`config.mk`:
```
export PLATFORM = sky130hd
export DESIGN_NAME = ods_frame_decoder
export DESIGN_NICKNAME = d
export VERILOG_FILES = /design/src/ods_pkg.sv /design/src/ods_pin_sync.sv /design/src/ods_frame_decoder.sv
export SDC_FILE = /design/constraint.sdc
export NUM_CORES = 1
export LEC_CHECK = 0
export BUFFER_PORTS_ARGS = -buffer_cell sky130_fd_sc_hd__buf_4
export CAP_MARGIN = 5
export CORE_ASPECT_RATIO = 2
export CORE_MARGIN = 10
export CORE_UTILIZATION = 55
export DETAILED_ROUTE_END_ITERATION = 8
export PLACE_DENSITY = 0.78
export REMOVE_ABC_BUFFERS = 1
export SYNTH_ARGS = -nofsm -noshare
export SYNTH_HDL_FRONTEND = slang
export SYNTH_SLANG_ARGS = --single-unit
```
`constraint.sdc`:
```
create_clock -name CLK -period 3.45 [get_ports CLK]
set_input_delay 0.1725 -clock CLK [delete_from_list [all_inputs] [get_ports CLK]]
set_output_delay 0.1725 -clock CLK [all_outputs]
set_load 0.005 [all_outputs]
```
`src/ods_pkg.sv`:
```
// ====================================================================
// shared constants and types for the octal converter frame decoder
// ====================================================================
package ods_pkg;

  // ==================================================================
  // serial word geometry
  // ==================================================================
  localparam int          WORD_W        = 32;
  localparam int          CNT_W         = 6;
  localparam logic [5:0]  LAST_BIT_IDX  = 6'h1F;  // index of 32nd bit
  localparam int          CODE_W        = 16;
  localparam int          CHANNELS      = 8;
  localparam logic [4:0]  RES_DEFAULT   = 5'h10;  // 16-bit variant

  // field layout of one received word, msb first
  typedef struct packed {
    logic [3:0]  prefix;
    logic [3:0]  command_field;
    logic [3:0]  channel_address_field;
    logic [15:0] conversion_code;
    logic [3:0]  feature_field;
  } ods_word_t;

  // ==================================================================
  // command and address codes
  // ==================================================================
  localparam logic [3:0]  CMD_WRITE_INPUT = 4'h0;
  localparam logic [3:0]  CMD_UPDATE_DAC  = 4'h1;
  localparam logic [3:0]  CMD_REF_DEFAULT = 4'h8;
  localparam logic [3:0]  ADDR_BROADCAST  = 4'hF;
  localparam int          REF_EN_BIT      = 0;    // feature bit

  // ==================================================================
  // register map (byte offsets) and fields
  // ==================================================================
  localparam logic [7:0]  OFS_CTRL        = 8'h00;
  localparam logic [7:0]  OFS_STATUS      = 8'h04;
  localparam logic [7:0]  OFS_LAST_WORD   = 8'h08;
  localparam logic [7:0]  OFS_FEATURE     = 8'h0C;
  localparam logic [7:0]  OFS_COUNTS      = 8'h10;
  localparam logic [2:0]  PAGE_INPUT      = 3'h1;  // 0x20..0x3C
  localparam logic [2:0]  PAGE_DAC        = 3'h2;  // 0x40..0x5C
  localparam int          CTRL_EN_BIT     = 0;
  localparam int          STAT_REF_BIT    = 0;
  localparam int          STAT_LOCK_BIT   = 1;
  localparam int          STAT_FRAME_BIT  = 2;
  localparam int          STAT_RSV_BIT    = 3;
  localparam logic [31:0] CTRL_RST        = 32'h0000_0001;
  localparam logic [15:0] CODE_RST        = 16'h0000;

  // ==================================================================
  // frame receiver states, gray along idle -> shift -> locked
  // ==================================================================
  typedef enum logic [1:0] {
    ST_IDLE   = 2'b00,
    ST_SHIFT  = 2'b01,
    ST_LOCKED = 2'b11
  } ods_state_t;

  // left-aligned code mask for a given resolution
  function automatic logic [15:0] code_mask(input logic [4:0] res);
    logic [15:0] m;
    m = 16'hFFFF << (5'h10 - res);
    return m;
  endfunction : code_mask

endpackage : ods_pkg

```
`src/ods_pin_sync.sv`:
```
`timescale 1ns/1ps
// ====================================================================
// two-stage pin synchroniser with edge detection
// ====================================================================
module ods_pin_sync #(
  parameter int W = 3
) (
  input  wire logic         clk,
  input  wire logic         rst_n,
  input  wire logic [W-1:0] pin_async,
  output logic      [W-1:0] level,
  output logic      [W-1:0] fall,
  output logic      [W-1:0] rise
);

  logic [W-1:0] meta_reg;
  logic [W-1:0] sync_reg;
  logic [W-1:0] last_reg;

  // idle-high reset: frame select and clock rest high
  always_ff @(posedge clk or negedge rst_n) begin
    if (!rst_n) begin
      meta_reg <= '1;
      sync_reg <= '1;
      last_reg <= '1;
    end else begin
      meta_reg <= pin_async;
      sync_reg <= meta_reg;   // only reader of meta_reg
      last_reg <= sync_reg;
    end
  end

  // edges seen from the settled stages only
  assign level = sync_reg;
  assign fall  = last_reg & ~sync_reg;
  assign rise  = ~last_reg & sync_reg;

endmodule : ods_pin_sync

```
`src/ods_frame_decoder.sv`:
```
// Decided for this implementation: the register addresses and the APB interface to the registers.
`timescale 1ns/1ps
// Overview of operation
// [RQ1] 32-bit word: prefix, command, address, code, feature
// [RQ2] host sends msb first, first bit zero
// [RQ3] ignore prefix, bits 27..24 are command
// [RQ4] bits 23..20 select one of eight channels
// [RQ5] code left-aligned, msb at bit 19
// [RQ6] bits below the code are ignored
// [RQ7] codes are straight binary, all ones full scale
// [RQ8] host lowers frame select before clocking
// [RQ9] data sampled on each serial clock fall
// [RQ10] lock after 32nd fall, further clocks ignored
// [RQ11] execute right after 32nd fall
// [RQ12] new word only at next frame-select fall
// [RQ13] early frame-select rise aborts, no command
// [RQ14] host waits minimum time before next frame
// [RQ15] reference disabled after reset until commanded
// [RQ16] command 0 loads channel input register
// [RQ17] address F broadcasts, other high addresses none; command 1 with address F updates no channel
// [RQ18] command 1 updates channel output register
// [RQ19] host never sends word with first bit one
// [RQ20] frame select high: clocks ignored, counter held
// [RQ21] feature bits kept for the command decoder
module ods_frame_decoder #(
  parameter int         RES_BITS = 16,
  parameter logic [3:0] CMD_REF  = ods_pkg::CMD_REF_DEFAULT
) (
  input  wire logic        CLK,
  input  wire logic        RST_N,
  input  wire logic        SYNC_N,
  input  wire logic        SCLK,
  input  wire logic        SDIN,
  input  wire logic        PSEL,
  input  wire logic        PENABLE,
  input  wire logic        PWRITE,
  input  wire logic [7:0]  PADDR,
  input  wire logic [31:0] PWDATA,
  output logic      [31:0] PRDATA,
  output logic             PREADY,
  output logic             PSLVERR,
  output logic             REF_EN,
  output logic             DAC_UPDATE
);

  localparam logic [4:0]  RES  = 5'(RES_BITS);
  localparam logic [15:0] MASK = ods_pkg::code_mask(RES);

  // ==================================================================
  // pin synchronisation
  // ==================================================================
  logic [2:0] pin_lvl;
  logic [2:0] pin_fall;
  logic [2:0] pin_rise;

  ods_pin_sync #(.W(3)) u_sync (
    .clk       (CLK),
    .rst_n     (RST_N),
    .pin_async ({SDIN, SCLK, SYNC_N}),
    .level     (pin_lvl),
    .fall      (pin_fall),
    .rise      (pin_rise)
  );

  // ==================================================================
  // receiver state
  // ==================================================================
  ods_pkg::ods_state_t  state_reg;
  logic [5:0]           bit_cnt_reg;
  logic [31:0]          sr_reg;
  logic [31:0]          ctrl_reg;
  logic                 frame_start;
  logic                 frame_end;
  logic                 sclk_take;
  logic                 word_done;
  logic                 word_ok;
  ods_pkg::ods_word_t   w_in;

  // a disabled receiver never opens a frame
  assign frame_start = pin_fall[0] & ctrl_reg[ods_pkg::CTRL_EN_BIT];
  assign frame_end   = pin_rise[0];
  // only falls inside an open, unlocked frame shift data
  assign sclk_take   = pin_fall[1] & ~pin_lvl[0] & ~frame_end &
                       (state_reg == ods_pkg::ST_SHIFT | frame_start);
  assign word_done   = sclk_take & ~frame_start &
                       (bit_cnt_reg == ods_pkg::LAST_BIT_IDX);   // [RQ11]
  // the word as it stands once the 32nd bit is in
  assign w_in        = ods_pkg::ods_word_t'({sr_reg[30:0], pin_lvl[2]});
  // a word with its first bit set is reserved and not executed
  assign word_ok     = word_done & ~w_in.prefix[3];

  // frame state machine
  always_ff @(posedge CLK or negedge RST_N) begin
    if (!RST_N) begin
      state_reg <= ods_pkg::ST_IDLE;
    end else if (frame_start) begin
      state_reg <= ods_pkg::ST_SHIFT;                    // [RQ12]
    end else if (frame_end) begin
      state_reg <= ods_pkg::ST_IDLE;                     // [RQ13]
    end else begin
      unique case (state_reg)
        ods_pkg::ST_IDLE:   state_reg <= ods_pkg::ST_IDLE;     // [RQ20]
        ods_pkg::ST_SHIFT: begin
          if (word_done) begin
            state_reg <= ods_pkg::ST_LOCKED;             // [RQ10]
          end
        end
        ods_pkg::ST_LOCKED: state_reg <= ods_pkg::ST_LOCKED;
        default:            state_reg <= ods_pkg::ST_IDLE;
      endcase
    end
  end

  // bit counter, restarted by each frame-select fall that opens a frame
  always_ff @(posedge CLK or negedge RST_N) begin
    if (!RST_N) begin
      bit_cnt_reg <= '0;
    end else if (frame_start) begin
      bit_cnt_reg <= sclk_take ? 6'h01 : 6'h00;
    end else if (frame_end) begin
      bit_cnt_reg <= '0;                                 // [RQ13]
    end else if (sclk_take) begin
      bit_cnt_reg <= bit_cnt_reg + 6'h01;                // [RQ9]
    end
  end

  // shift register, msb enters first; frozen once locked
  always_ff @(posedge CLK or negedge RST_N) begin
    if (!RST_N) begin
      sr_reg <= '0;
    end else if (sclk_take) begin
      sr_reg <= {sr_reg[30:0], pin_lvl[2]};              // [RQ9] [RQ1]
    end
  end

  // ==================================================================
  // command execution
  // ==================================================================
  logic [7:0][15:0] input_reg;
  logic [7:0][15:0] dac_reg;
  logic             ref_en_reg;
  logic [3:0]       feature_reg;
  logic [31:0]      last_word_reg;
  logic             dac_update_reg;
  logic [2:0]       ch;
  logic [15:0]      code;

  assign ch   = w_in.channel_address_field[2:0];         // [RQ4]
  // low bits under the code are forced to zero
  assign code = w_in.conversion_code & MASK;             // [RQ5] [RQ6]

  // channel input registers, written by command 0
  always_ff @(posedge CLK or negedge RST_N) begin
    if (!RST_N) begin
      input_reg <= '0;
    end else if (word_ok &&
                 w_in.command_field == ods_pkg::CMD_WRITE_INPUT) begin // [RQ3]
      if (w_in.channel_address_field == ods_pkg::ADDR_BROADCAST) begin
        input_reg <= {8{code}};                          // [RQ17]
      end else if (!w_in.channel_address_field[3]) begin
        input_reg[ch] <= code;                           // [RQ16] [RQ7]
      end
    end
  end

  // output registers, copied from input by command 1
  always_ff @(posedge CLK or negedge RST_N) begin
    if (!RST_N) begin
      dac_reg        <= '0;
      dac_update_reg <= 1'b0;
    end else begin
      dac_update_reg <= 1'b0;
      if (word_ok && w_in.command_field == ods_pkg::CMD_UPDATE_DAC &&
          !w_in.channel_address_field[3]) begin
        dac_reg[ch]    <= input_reg[ch];                 // [RQ18]
        dac_update_reg <= 1'b1;
      end
    end
  end

  // reference stays off until a reference command turns it on
  always_ff @(posedge CLK or negedge RST_N) begin
    if (!RST_N) begin
      ref_en_reg <= 1'b0;                                // [RQ15]
    end else if (word_ok && w_in.command_field == CMD_REF) begin
      ref_en_reg <= w_in.feature_field[ods_pkg::REF_EN_BIT];
    end
  end

  // last word and feature bits kept for software and decoder
  always_ff @(posedge CLK or negedge RST_N) begin
    if (!RST_N) begin
      last_word_reg <= '0;
      feature_reg   <= '0;
    end else if (word_done) begin
      last_word_reg <= w_in;
      feature_reg   <= w_in.feature_field;               // [RQ21]
    end
  end

  // ==================================================================
  // statistics and reserved-word flag
  // ==================================================================
  logic [15:0] done_cnt_reg;
  logic [15:0] abort_cnt_reg;
  logic        rsv_reg;
  logic        apb_done;
  logic        apb_wr;

  // counters wrap; they are for software diagnostics only
  always_ff @(posedge CLK or negedge RST_N) begin
    if (!RST_N) begin
      done_cnt_reg  <= '0;
      abort_cnt_reg <= '0;
    end else begin
      if (word_done) begin
        done_cnt_reg <= done_cnt_reg + 16'h0001;
      end
      if (frame_end && state_reg == ods_pkg::ST_SHIFT && !frame_start) begin
        abort_cnt_reg <= abort_cnt_reg + 16'h0001;       // [RQ13]
      end
    end
  end

  // sticky flag; a new reserved word beats a clear in the same cycle
  always_ff @(posedge CLK or negedge RST_N) begin
    if (!RST_N) begin
      rsv_reg <= 1'b0;
    end else if (word_done && w_in.prefix[3]) begin
      rsv_reg <= 1'b1;                                   // [RQ19]
    end else if (apb_wr && PADDR == ods_pkg::OFS_STATUS &&
                 PWDATA[ods_pkg::STAT_RSV_BIT]) begin
      rsv_reg <= 1'b0;
    end
  end

  // ==================================================================
  // apb slave: one wait state, answer on the second access cycle
  // ==================================================================
  logic        pready_reg;
  logic [31:0] prdata_reg;
  logic        pslverr_reg;
  logic [31:0] rd_val;
  logic        rd_hit;

  assign apb_done = PSEL & PENABLE & pready_reg;
  assign apb_wr   = apb_done & PWRITE;

  // read decode
  always_comb begin
    rd_val = '0;
    rd_hit = 1'b1;
    if (PADDR[7:5] == ods_pkg::PAGE_INPUT && PADDR[1:0] == 2'b00) begin
      rd_val = {16'h0000, input_reg[PADDR[4:2]]};
    end else if (PADDR[7:5] == ods_pkg::PAGE_DAC &&
                 PADDR[1:0] == 2'b00) begin
      rd_val = {16'h0000, dac_reg[PADDR[4:2]]};
    end else begin
      unique case (PADDR)
        ods_pkg::OFS_CTRL:      rd_val = ctrl_reg;
        ods_pkg::OFS_STATUS: begin
          rd_val[ods_pkg::STAT_REF_BIT]   = ref_en_reg;
          rd_val[ods_pkg::STAT_LOCK_BIT]  = state_reg == ods_pkg::ST_LOCKED;
          rd_val[ods_pkg::STAT_FRAME_BIT] = state_reg == ods_pkg::ST_SHIFT;
          rd_val[ods_pkg::STAT_RSV_BIT]   = rsv_reg;
        end
        ods_pkg::OFS_LAST_WORD: rd_val = last_word_reg;
        ods_pkg::OFS_FEATURE:   rd_val = {28'h0000000, feature_reg};
        ods_pkg::OFS_COUNTS:    rd_val = {abort_cnt_reg, done_cnt_reg};
        default:                rd_hit = 1'b0;
      endcase
    end
  end

  // handshake and read data
  always_ff @(posedge CLK or negedge RST_N) begin
    if (!RST_N) begin
      pready_reg  <= 1'b0;
      prdata_reg  <= '0;
      pslverr_reg <= 1'b0;
    end else if (PSEL && PENABLE && !pready_reg) begin
      pready_reg  <= 1'b1;
      prdata_reg  <= PWRITE ? 32'h0000_0000 : rd_val;
      pslverr_reg <= ~rd_hit;
    end else begin
      pready_reg  <= 1'b0;
      pslverr_reg <= 1'b0;
    end
  end

  // control register: bit 0 lets frames open
  always_ff @(posedge CLK or negedge RST_N) begin
    if (!RST_N) begin
      ctrl_reg <= ods_pkg::CTRL_RST;
    end else if (apb_wr && PADDR == ods_pkg::OFS_CTRL) begin
      ctrl_reg <= {31'h00000000, PWDATA[ods_pkg::CTRL_EN_BIT]};
    end
  end

  assign PRDATA     = prdata_reg;
  assign PREADY     = pready_reg;
  assign PSLVERR    = pslverr_reg;
  assign REF_EN     = ref_en_reg;
  assign DAC_UPDATE = dac_update_reg;
endmodule : ods_frame_decoder

```
# [Word level (Yosys, flattened, before mapping)]
# Cells that the tools add are included.
[classes] eq_ne=14 n_shift=0 multipliers=0 reduce_logical=25 addsub=3 magnitude_cmp=3 mux=33 bitwise_logic=20 div=0
[op_table] op="bitwise mux 128 bit" n=2
[op_table] op="two-way mux 128 bit" n=2
[op_table] op="binary-select mux 16 bit (select 3 bit)" n=3
[op_table] op="two-way mux 32 bit" n=3
[op_table] op="two-way mux 16 bit" n=4
[op_table] op="one-hot mux 28 bit (2 select lines)" n=1
[op_table] op="demux 16 bit (select 3 bit)" n=1
[op_table] op="adder 16 x 1 -> 16 bit, second input constant" n=2
[op_table] op="one-hot mux 4 bit (5 select lines)" n=1
[op_table] op="two-way mux 6 bit" n=3
[op_table] op="equality test 8 x 4 -> 1 bit, second input constant" n=2
[op_table] op="logical AND 1 bit" n=15
[op_table] op="AND 1 bit" n=11
[op_table] op="two-way mux 1 bit" n=9
[op_table] op="equality test 4 bit, second input constant" n=2
[op_table] op="equality test 8 x 3 -> 1 bit, second input constant" n=1
[op_table] op="equality test 8 x 5 -> 1 bit, second input constant" n=1
[op_table] op="zero test 8 bit" n=1
[op_table] op="< comparator 3 x 4 -> 1 bit, second input constant" n=2
[op_table] op="adder 6 x 1 -> 6 bit, second input constant" n=1
[op_table] op="equality test 6 x 5 -> 1 bit, second input constant" n=1
[op_table] op="two-way mux 2 bit" n=3
[op_table] op="NOT 1 bit" n=6
[op_table] op="OR reduction 5 bit" n=1
[op_table] op="18 further kinds" n=20
[totals] in_bits=48 memories=0 latch_bits=0 word_cells=131 romBits=0 ff_bits=409 ram_bits=0 out_inout_bits=36

# [Logic depth before layout (Yosys ltp)]
# Gate-level depths: netlist of run 1.
[logic_depth] depth_word=11 mapped_depth=8 mapped_depth_nobuf=5

# [Cells and area by module]
# From an unflattened synthesis of run 1, not the netlist that was laid out.
[unflattened] hier_cells=1499 area_unflattened_um2=19062.0
[by_module_without_submodules] mod="ods_frame_decoder" instances=1 seq_area_each_um2=9935.8 area_per_inst_um2=18773.0 cells_per_inst=1484
[by_module_without_submodules] mod="ods_pin_sync" instances=1 seq_area_each_um2=236.5 area_per_inst_um2=289.0 cells_per_inst=15

# [Worst setup path after synthesis of run 1]
# Ideal clock, no wire load.
[synth_path] kind="reg-to-reg" from="register sr_reg[30]" to="register input_reg[21] (netlist bit)" setup_slack_ns=0.940 path_buffers=2 setup_time_ns=0.125 path_stages_with_launch=8 t_required_ns=3.325 arrival_time_ns=2.385 period_less_slack_ns=2.510 cell_sequence="dfrtp_1 or3_4 or3_1 or3_1 buf_2 nor3b_4 buf_6 mux2_2"
[synth_via] elab_chain_cells=4
[synth_lines] element="start: declaration" line="ods_frame_decoder.sv:70" text="logic [31:0] sr_reg;"
[synth_lines] element="start signal: assignment" line="ods_frame_decoder.sv:132" text="sr_reg <= {sr_reg[30:0], pin_lvl[2]};"
[synth_lines] element="NOT 1 bit" line="ods_frame_decoder.sv:90" text="assign word_ok = word_done & ~w_in.prefix[3];"
[synth_lines] element="AND 1 bit" line="ods_frame_decoder.sv:90"
[synth_lines] element="logical AND 1 bit" line="ods_frame_decoder.sv:156" text="end else if (word_ok &&"
[synth_lines] element="AND reduction 2 bit (no source line)"
[synth_lines] element="end signal: assignment" line="ods_frame_decoder.sv:159" text="input_reg <= {8{code}};"
[synth_lines] element="end signal: indexed assignment" line="ods_frame_decoder.sv:161" text="input_reg[ch] <= code;"
[synth_lines] element="end: declaration" line="ods_frame_decoder.sv:139" text="logic [7:0][15:0] input_reg;"
# Every way passes these cells.
# A chain may end at the register's enable or synchronous reset.

# [Worst setup path after layout of run 1]
[layout_path] from="register sr_reg[19]" to="register dac_reg[45] (netlist bit)"
[layout_via] elab_chain_cells=5 word_cells_on_any_way=8 classes_between="order compare: 2; mux: 5; reduce/logical: 1"
[layout_lines] element="< comparator 3 x 4 -> 1 bit (implied by the code) or greater-or-equal comparator 3 x 1 -> 1 bit (tied branches)" line="ods_frame_decoder.sv:175" text="dac_reg[ch] <= input_reg[ch];"
[layout_lines] element="logical AND 1 bit (implied by the code)" line="ods_frame_decoder.sv:175"
[layout_lines] element="two-way mux 16 bit (implied by the code)" line="ods_frame_decoder.sv:175"
[layout_lines] element="demux 16 bit (select 3 bit)" line="ods_frame_decoder.sv:175"
[layout_lines] element="bitwise mux 128 bit (*)" line="ods_frame_decoder.sv:175"
[layout_lines] element="end signal: indexed assignment" line="ods_frame_decoder.sv:175"
[layout_lines] element="end: declaration" line="ods_frame_decoder.sv:140" text="logic [7:0][15:0] dac_reg;"
# Every way passes the cells marked *; elsewhere a longest branch is shown, timed or not. The select of a mux whose other input is x is not followed.

==> results of run 1 <==
## power by group
| group | switching (µW) | internal [µW] | total [µW] |
|---|---|---|---|
| Sequential | 12.1 | 4760 | 4770 |
| Combinational | 233 | 98.1 | 331 |
| Clock | 1840 | 2440 | 4290 |
## synth_stat cells, drive strengths merged, types with 3 or more instances
library cell	number
dfrtp	396
nand2	373
o21ai	180
mux2	174
clkbuf	99
mux2i	45
mux4	44
nor2	44
a21oi	41
a22oi	39
buf	29
xnor2	26
nor2b	23
a221oi	22
a211oi	20
nand3	19
nand4	16
o22ai	14
xor2	12
nor3	11
dfstp	9
a22o	7
and3	6
nor3b	6
nor4	6
or3	6
nand4b	5
nand2b	4
and2	3
ha	3
inv	3
nand3b	3
or3b	3
## worst max-delay path: stages (launching register included)
cell and delay [ns]:
dfrtp_2 0.96, nor2b_1 0.36, a22oi_1 0.23, o21ai_0 0.10
a211oi_1 0.92, o21ai_0 0.22
## cell usage in the layout, fill, tap and decap left out, types with 10 or more instances in the layout
cell	n
a221oi_1	22
mux2i_1	45
mux2_4	10
mux4_2	44
nand3_1	19
nor2_1	41
xnor2_1	26
mux2_2	164
clkbuf_16	37
o21ai_0	178
nor2b_1	22
a21oi_1	40
nand2_1	373
a211oi_1	20
buf_4	107
xor2_1	12
dfrtp_1	394
a22oi_1	39
nand4_1	16
o22ai_1	14
## cell type report
class / count / area, µm²
Sequential cell: 405 / 10100
Fill cell: 2544 / 12600
Clock inverter: 16 / 201
Multi-Input combinational cell: 1174 / 8190
Inverter: 3 / 11.3
Tap cell: 436 / 546
Clock buffer: 50 / 1040
Timing Repair Buffer: 122 / 1010
## cells by family after synthesis
| group | count (synthesis) |
|---|---|
| flops | 405 |
| simple gates | 535 |
| fa+ha+maj | 3 |
| compound gates | 335 |
| buf+inv | 131 |
| mux | 263 |
| xor+xnor | 38 |
## stage by stage
stage          cells  hold WS, ns  cell area, µm²  total power (µW)
2_1_floorplan   1582       -0.123           18300              4950
3_3_place_gp    2132        0.241           19800              5190
3_5_place_dp    2132        0.257           19800              5190
4_1_cts         2206      0.00307           21100              9420
5_1_grt         2206       0.0214           21100              9630
6_report        2206      0.00694           21100              9390
## metal layers
layer	vias up	wire [µm]	part of all wire, %
li1	6110	-	-
met1	7046	18200	35
met2	571	26700	51
met3	231	2860	5.5
met4	0	4110	7.9
met5	-	0	0
## final timing paths
path                                         to  slack, ns  cells after the start
worst max-delay path                dac_reg[45]       0.46                      5
worst min-delay path                    PSLVERR      0.007                      4
worst max register to register      dac_reg[45]       0.46                      5
worst min register to register  u_sync.level[0]       0.36                      0
max in group asynchronous         input_reg[59]       2.06                      3
min in group asynchronous           dac_reg[50]       0.25                      2
==> flow_summary.ini, run 1 <==
[run_status]
status = complete, no violations

[timing]
tightestPinTransition_ns = 1.13
min_period_ns = 2.99
skew_ns = 0.0122
rsz0062_at_grt = false
setup_viol = 0
post-route-period-util_pct = 86.7
final-max-slew-violation-count = 0
hold_violations = 0
fin_tns_setup_ns = 0
max-slew-margin-rel_pct = 24.2
worst_slack_ns = 0.459
max_freq_mhz = 334

[setup_path]
cp.required_ns = 3.83
end_kind = flip-flop
crit_path_start_kind = flip-flop
startpoint = sr_reg[19]
r2r_start = sr_reg[19]
cp_data_arrival_time_ns = 3.37
worstPathMaxFanout = 32
critPathKind = reg -> reg

[route]
drc = 0
drt_iter0_markers = 1353
wl_um = 51900
ant_nets = 0
vias_per_cell = 6.33
route.detailed.wl_per_inst_um = 23.5
via_count = 14000
drtPass1Iterations = 7

[synth]
synth-simple-area-share_pct = 12.4
synth_top_family_by_area = multiplexers
ys_dominant_reg_cell = dfrtp_1
async_reset_ff_share_pct = 100
synth-xor-area-share_pct = 1.77
synth_edf_count = 0
synthMuxAreaShare_pct = 18.3
yosysTopAreaCellShare_pct = 52.6
synth_top_cell_by_area = dfrtp_1
yosysWarnings = 0
synth_area_leaders = dfrtp_1 (53%), mux2_2 (9.8%), nand2_1 (7.4%)
synth.distinct_cells = 58
synth-seq-area-share_pct = 53.9
synth-compound-area-share_pct = 10.6
synth_area_mm2 = 0.0188
yosys.area_share.adder_pct = 0.199
synthCells = 1710
synth_seq_cells = 405
avgSynthCellArea_um2 = 11.0

[worst_hold_path]
min-delay-start = PADDR[5]
min_path_type = in -> reg

[grt]
globalRouteMet2Util_pct = 42.7
grt_max_degree = 115
grt_util_met3_pct = 3.45
grt_overflow = 0
antenna_found_initial = 0
grt_pass1_vias = 14800
grt_usage_pct = 24.8
grt_pass1_wl_um = 82000
met1_usage_pct = 27.1
busiest_layer = met2

[die]
fp.dieArea_mm2 = 0.0425
ios = 84
initial_core_util_pct = 55.8
die_x_um = 151
die_h_um = 282
core_area_mm2 = 0.0338
rows = 95

[pwr]
powerDensity_mw_per_mm2 = 444
power.leakage_uw = 0.00981
vdd.ir_drop.worst_uv = 369

[cells_and_area]
nets = 1793
drive_above_1_share_pct = 23.7
post-route-util_pct = 62.6
antennaDiodeCount = 0
area_growth_pct = 12.3

[placed_design]
dp_hpwl_um = 35200
gp_congestion = 0.897
dpl_worst_slack_ns = 0.575
io_buffers = 53

[cts]
clkLatencyLatePin_ns = 0.55
path_clk_slew_ns = 0.07
ctsHoldBuffers = 8
cts_setup_buffers = 0
clkSinkCount = 405
cts_tree = yes
numCtsBuffers = 36
cts_root_buffer = clkbuf_16
cts.htree.levels = 2
postCtsResizedCells = 0
cts_buffer_depth = 3

[run]
cap_violations = 0
No activity file was read; power rests on OpenSTA's default activity.
==> inputs of run 2 (changes only) <==
- SYNTH_HIERARCHICAL: default -> 1
==> run 2 against run 1 <==
Cell count decreased by 8.9%. Hold slack improved by 0.049 ns. Highest routed layer unchanged. Die area increased by 0.83%. Largest cell class unchanged. Critical endpoint is now input_reg[7]. Register-to-register slack got worse by 0.07 ns. Flip-flop and latch count unchanged.
==> flow_summary.ini, run 2 <==
[cts]
cts_root_buffer = clkbuf_16
clkSinkCount = 405
clkLatencyLatePin_ns = 0.54
cts_buffer_depth = 3
numCtsBuffers = 36
cts_setup_buffers = 0
cts.htree.levels = 2
cts_tree = yes
path_clk_slew_ns = 0.07
postCtsResizedCells = 0

[timing]
worst_slack_ns = 0.391
max_freq_mhz = 327
setup_viol = 0
min_period_ns = 3.06
post-route-period-util_pct = 88.7
rsz0062_at_grt = false
fin_tns_setup_ns = 0
tightestPinTransition_ns = 1.24
max-slew-margin-rel_pct = 16.6
hold_violations = 0
skew_ns = 0.0252
final-max-slew-violation-count = 0

[worst_hold_path]
hold_depth = 4
min-delay-start = PWRITE
holdPathEnd = PRDATA[3]
min_path_type = in -> reg

[setup_path]
end_kind = flip-flop
r2r_slack_ns = 0.39
path_cells = and2b_2 -> or3b_1 -> or4_1 -> buf_4 -> or3_1 -> buf_4 -> mux2_2
startpoint = u_sync/last_reg[0]
critPathKind = reg -> reg
r2r_cells = 7
crit_path_start_kind = flip-flop
max_stage_delay_ns = 0.58
r2r-end = input_reg[7]
cp.required_ns = 3.86
path_common_cell = buf_4
slowest_stage = or4_1
cp_data_arrival_time_ns = 3.47
r2r_start = u_sync/last_reg[0]
worstPathMaxFanout = 15

[placed_design]
dpl_worst_slack_ns = 0.421
dp_hpwl_um = 34800
io_buffers = 53
gp_congestion = 0.906

[cells_and_area]
final-seq-area_mm2 = 0.0101
area_growth_pct = 12.2
num-fill-cells = 2515
most-common-layout-cells = dfrtp_1 (393), mux2_2 (259), nand2_1 (244), buf_4 (106), mux4_2 (80)
layout_commonest_cell = dfrtp_1
multi_input_area_mm2 = 0.00838
nets = 1594
antennaDiodeCount = 0
drive_above_1_share_pct = 34.5

[die]
die_h_um = 283
die_x_um = 151
rows = 96
initial_core_util_pct = 55.5
fp.dieArea_mm2 = 0.0429
core_area_mm2 = 0.0342
ios = 84

[route]
met2_length_um = 26500
vias_per_cell = 6.31
via_count = 12700
route.detailed.wl_per_inst_um = 25.1
drc = 0
drt_iter0_markers = 1036
ant_nets = 0
maxUsedRoutingLayer = met4
drtPass1Iterations = 6
wl_um = 50400
met3WireLength_um = 2780
m1WireLength_um = 17000

[synth]
yosysWarnings = 6
synthCells = 1495
avgSynthCellArea_um2 = 12.7
synth_area_mm2 = 0.0190

[grt]
grt_pass1_wl_um = 79100
grt_pass1_vias = 13800
antenna_found_initial = 0
grt_usage_pct = 23.8
grt_max_degree = 118
grt_overflow = 0

[pwr]
powerDensity_mw_per_mm2 = 429
vdd.ir_drop.worst_uv = 448
power.leakage_uw = 0.0102

[run]
cap_violations = 0

[run_status]
status = complete, no violations
-- run 2: stage by stage --
| step | hold slack, ns | total power, µW | area [µm²] | util (%) | cells |
|---|---|---|---|---|---|
| floorplan | -0.123 | 4930 | 18600 | - | 1384 |
| global placement | 0.281 | 5170 | 20100 | 58.7 | 1940 |
| detailed placement | 0.282 | 5170 | 20100 | 58.7 | 1940 |
| CTS | 0.0428 | 9230 | 21300 | 62.3 | 2010 |
| global route | 0.0856 | 9430 | 21300 | 62.3 | 2010 |
| finish | 0.0560 | 9160 | 21300 | 62.3 | 2010 |
-- run 2: final cells by class --
cell class	instances	area share, %
flip-flops and latches	405	47.6
multi-input cells	970	39.3
clock buffers	57	5.21
repair buffers	121	4.83
well taps	441	2.59
clock inverters	7	0.329
inverters	9	0.158
-- run 2: power breakdown --
group	internal (µW)	switching, µW	total [µW]
clock network	2290	1780	4070
registers	4760	10.9	4770
logic	98.0	213	311
-- run 2: routing by layer --
metal / GRT usage [%] / vias to the layer above
met5: 0 / -
met4: 17.1 / 0
met3: 4.06 / 197
met2: 41.1 / 469
met1: 25.1 / 6568
li1: - / 5457
-- run 2: worst max-delay path by stage --
stage / end / cells after the start / slack (ns)
floorplan: input_reg[112] / 4 / 0.16
detailed placement: input_reg[7] / 7 / 0.42
CTS: input_reg[1] / 7 / 0.40
finish: input_reg[7] / 7 / 0.39
global placement: input_reg[86] / 5 / 0.44
global route: input_reg[9] / 7 / 0.29
-- run 2: critical path, delay by kind of cell (launching register included) --
family                 cells  cell delay [ns]
AND/OR/NAND/NOR            4             1.63
flip-flops                 1             0.53
buffers and inverters      2             0.46
multiplexers               1             0.31
-- run 2: repair_timing --
action | in CTS | in global routing
endpoints found under the hold margin | 111 | 0
endpoints found under the setup margin | 0 | 0
hold buffers | 6 | 0
==> inputs of run 3 (changes only) <==
- ABC_AREA: default -> 1
- SYNTH_HIERARCHICAL: 1 -> default
==> run 3 against run 2 <==
First-iteration DRC count grew 60%. Highest routed layer unchanged. Critical path type unchanged. Utilization shrank 1.2 points. Worst setup slack gained 0.28 ns. Combinational power grew 49%.
==> flow_summary.ini, run 3 <==
[synth]
synth_top_cell_by_area = dfrtp_1
async_reset_ff_share_pct = 100
yosysWarnings = 0
synth_area_leaders = dfrtp_1 (46%), nand2_1 (18%), inv_1 (11%)
synth-seq-area-share_pct = 47.1
synthCells = 3051
synth_seq_cells = 405
synth_edf_count = 0
ys_top_cells_by_count = nand2_1 (1022), inv_1 (637), dfrtp_1 (396)
ys_dominant_reg_cell = dfrtp_1
synth_area_mm2 = 0.0215
synth.distinct_cells = 43
yosysTopAreaCellShare_pct = 46.0
avgSynthCellArea_um2 = 7.06
synth.most_common_cell = nand2_1

[placed_design]
gp_congestion = 0.957
dp_cells = 3532
dpl_worst_slack_ns = 0.707
io_buffers = 53
dp_hpwl_um = 41000

[route]
vias_per_cell = 5.36
drt_iter0_markers = 1660
ant_nets = 0
wl_um = 63100
drc = 0
route.detailed.wl_per_inst_um = 17.5
drtPass1Iterations = 6
via_count = 19300

[pwr]
swShare_pct = 23.2
p_seq_share_pct = 51.1
powerDensity_mw_per_mm2 = 395
power.leakage_uw = 0.0147
vdd.ir_drop.worst_uv = 415
netSwitchingPower_uw = 2170
p_comb_share_pct = 5.0
p_total_uw = 9330
internal-power_uw = 7170
p_clk_share_pct = 43.9

[grt]
grt_pass1_wl_um = 102000
antenna_found_initial = 0
grt_max_degree = 102
grt_pass1_vias = 19300
grt_overflow = 0
grt_usage_pct = 26.3

[cells_and_area]
fin_cells = 3605
final-seq-area_mm2 = 0.0101
drive_above_1_share_pct = 6.65
most-common-layout-cells = nand2_1 (1020), inv_1 (636), dfrtp_1 (395), o21ai_0 (253), nor2_1 (202)
multi_input_area_mm2 = 0.00831
post-route-util_pct = 61.1
area_growth_pct = 9.80
layout_commonest_cell = nand2_1
antennaDiodeCount = 0
num-fill-cells = 3381
nets = 3109

[cts]
numCtsBuffers = 36
path_clk_slew_ns = 0.07
clkSinkCount = 405
cts_tree = yes
cts.htree.levels = 2
cts_root_buffer = clkbuf_16
clkLatencyLatePin_ns = 0.55
cts_buffer_depth = 3

[setup_path]
cp_data_arrival_time_ns = 3.26
crit_path_start_kind = flip-flop
end_kind = flip-flop
cp.required_ns = 3.92
worstPathMaxFanout = 34
critPathKind = reg -> reg
r2r_cells = 11

[timing]
setup_viol = 0
min_period_ns = 2.78
tightestPinTransition_ns = 1.01
post-route-period-util_pct = 80.7
max_freq_mhz = 359
skew_ns = 0.0235
rsz0062_at_grt = false
fin_tns_setup_ns = 0
hold_violations = 0
final-max-slew-violation-count = 0
worst_slack_ns = 0.666
max-slew-margin-rel_pct = 32.7

[worst_hold_path]
hold_depth = 6
min_path_type = in -> reg

[die]
ios = 84
initial_core_util_pct = 55.7
rows = 102
fp.dieArea_mm2 = 0.0479
die_x_um = 160
core_area_mm2 = 0.0387
die_h_um = 300

[run_status]
status = complete, no violations

[run]
cap_violations = 0
[run 3: critical path, cell delays in order (launching register included)]
cell	delay (ns)
dfrtp_1	0.38
ha_1	0.19
nand2_2	0.08
nor2_2	0.10
nand2_1	0.08
nor2_2	0.14
nand2_4	0.26
nor3_4	0.41
nand2_1	0.69
nand2_1	0.24
nand2_1	0.07
inv_1	0.05
[run 3: worst paths after layout]
path	start	end	slack, ns
worst min-delay path	PWRITE	rsv_reg	0.07
max in group asynchronous	RST_N	u_sync.last_reg[0]	2.25
worst max-delay path	bit_cnt_reg[1]	dac_reg[35]	0.67
worst min register to register	u_sync.meta_reg[0]	u_sync.level[0]	0.36
worst max register to register	bit_cnt_reg[1]	dac_reg[35]	0.67
min in group asynchronous	RST_N	input_reg[88]	0.28
[run 3: logic make-up (layout without fill, tap and decap cells)]
family	after synthesis	in the layout	share of synthesized area, %
AND/OR/NAND/NOR	1421	1421	27.1
multiplexers	1	1	0.0523
AO/OA/AOI/OAI	413	413	10.1
buffers and inverters	782	816	14.4
flip-flops	405	405	47.1
adder cells (fa/ha/maj)	3	3	0.174
XOR/XNOR	26	26	1.06
[run 3: layout make-up]
class	count	area share, %
Clock inverter	9	0.344
Tap cell	520	2.75
Multi-Input combinational cell	1864	35.1
Clock buffer	56	4.64
Timing Repair Buffer	109	4.00
Inverter	642	10.2
Sequential cell	405	42.9
[run 3: timing repair]
item                                   in CTS  in global routing
endpoints found under the hold margin     102                  0
hold buffers                                8                  0
buffers inserted                            0                  0
resized for setup                           0                  0
[run 3: power groups by stage]
stage	clock [µW]	combinational, µW	sequential (µW)
2_1_floorplan	0	191	4860
3_3_place_gp	0	441	4860
3_5_place_dp	0	450	4860
4_1_cts	4150	462	4770
5_1_grt	4340	510	4770
6_report	4100	463	4770
[run 3: per-stage QoR]
stage	area [µm²]	hold slack [ns]
final	23600	0.0708
after global routing	23600	0.104
after CTS	23600	0.0466
after detailed placement	22400	0.282
after global placement	22400	0.270
after floorplan	20800	-0.123
[run 3: per-layer routing]
layer / vias to the layer above / global-route usage, % / wire [µm]
met5: - / 0 / 0
met4: 0 / 18.4 / 4830
met3: 298 / 3.72 / 4570
met2: 864 / 46.0 / 31400
met1: 9041 / 28.7 / 22300
li1: 9124 / - / -
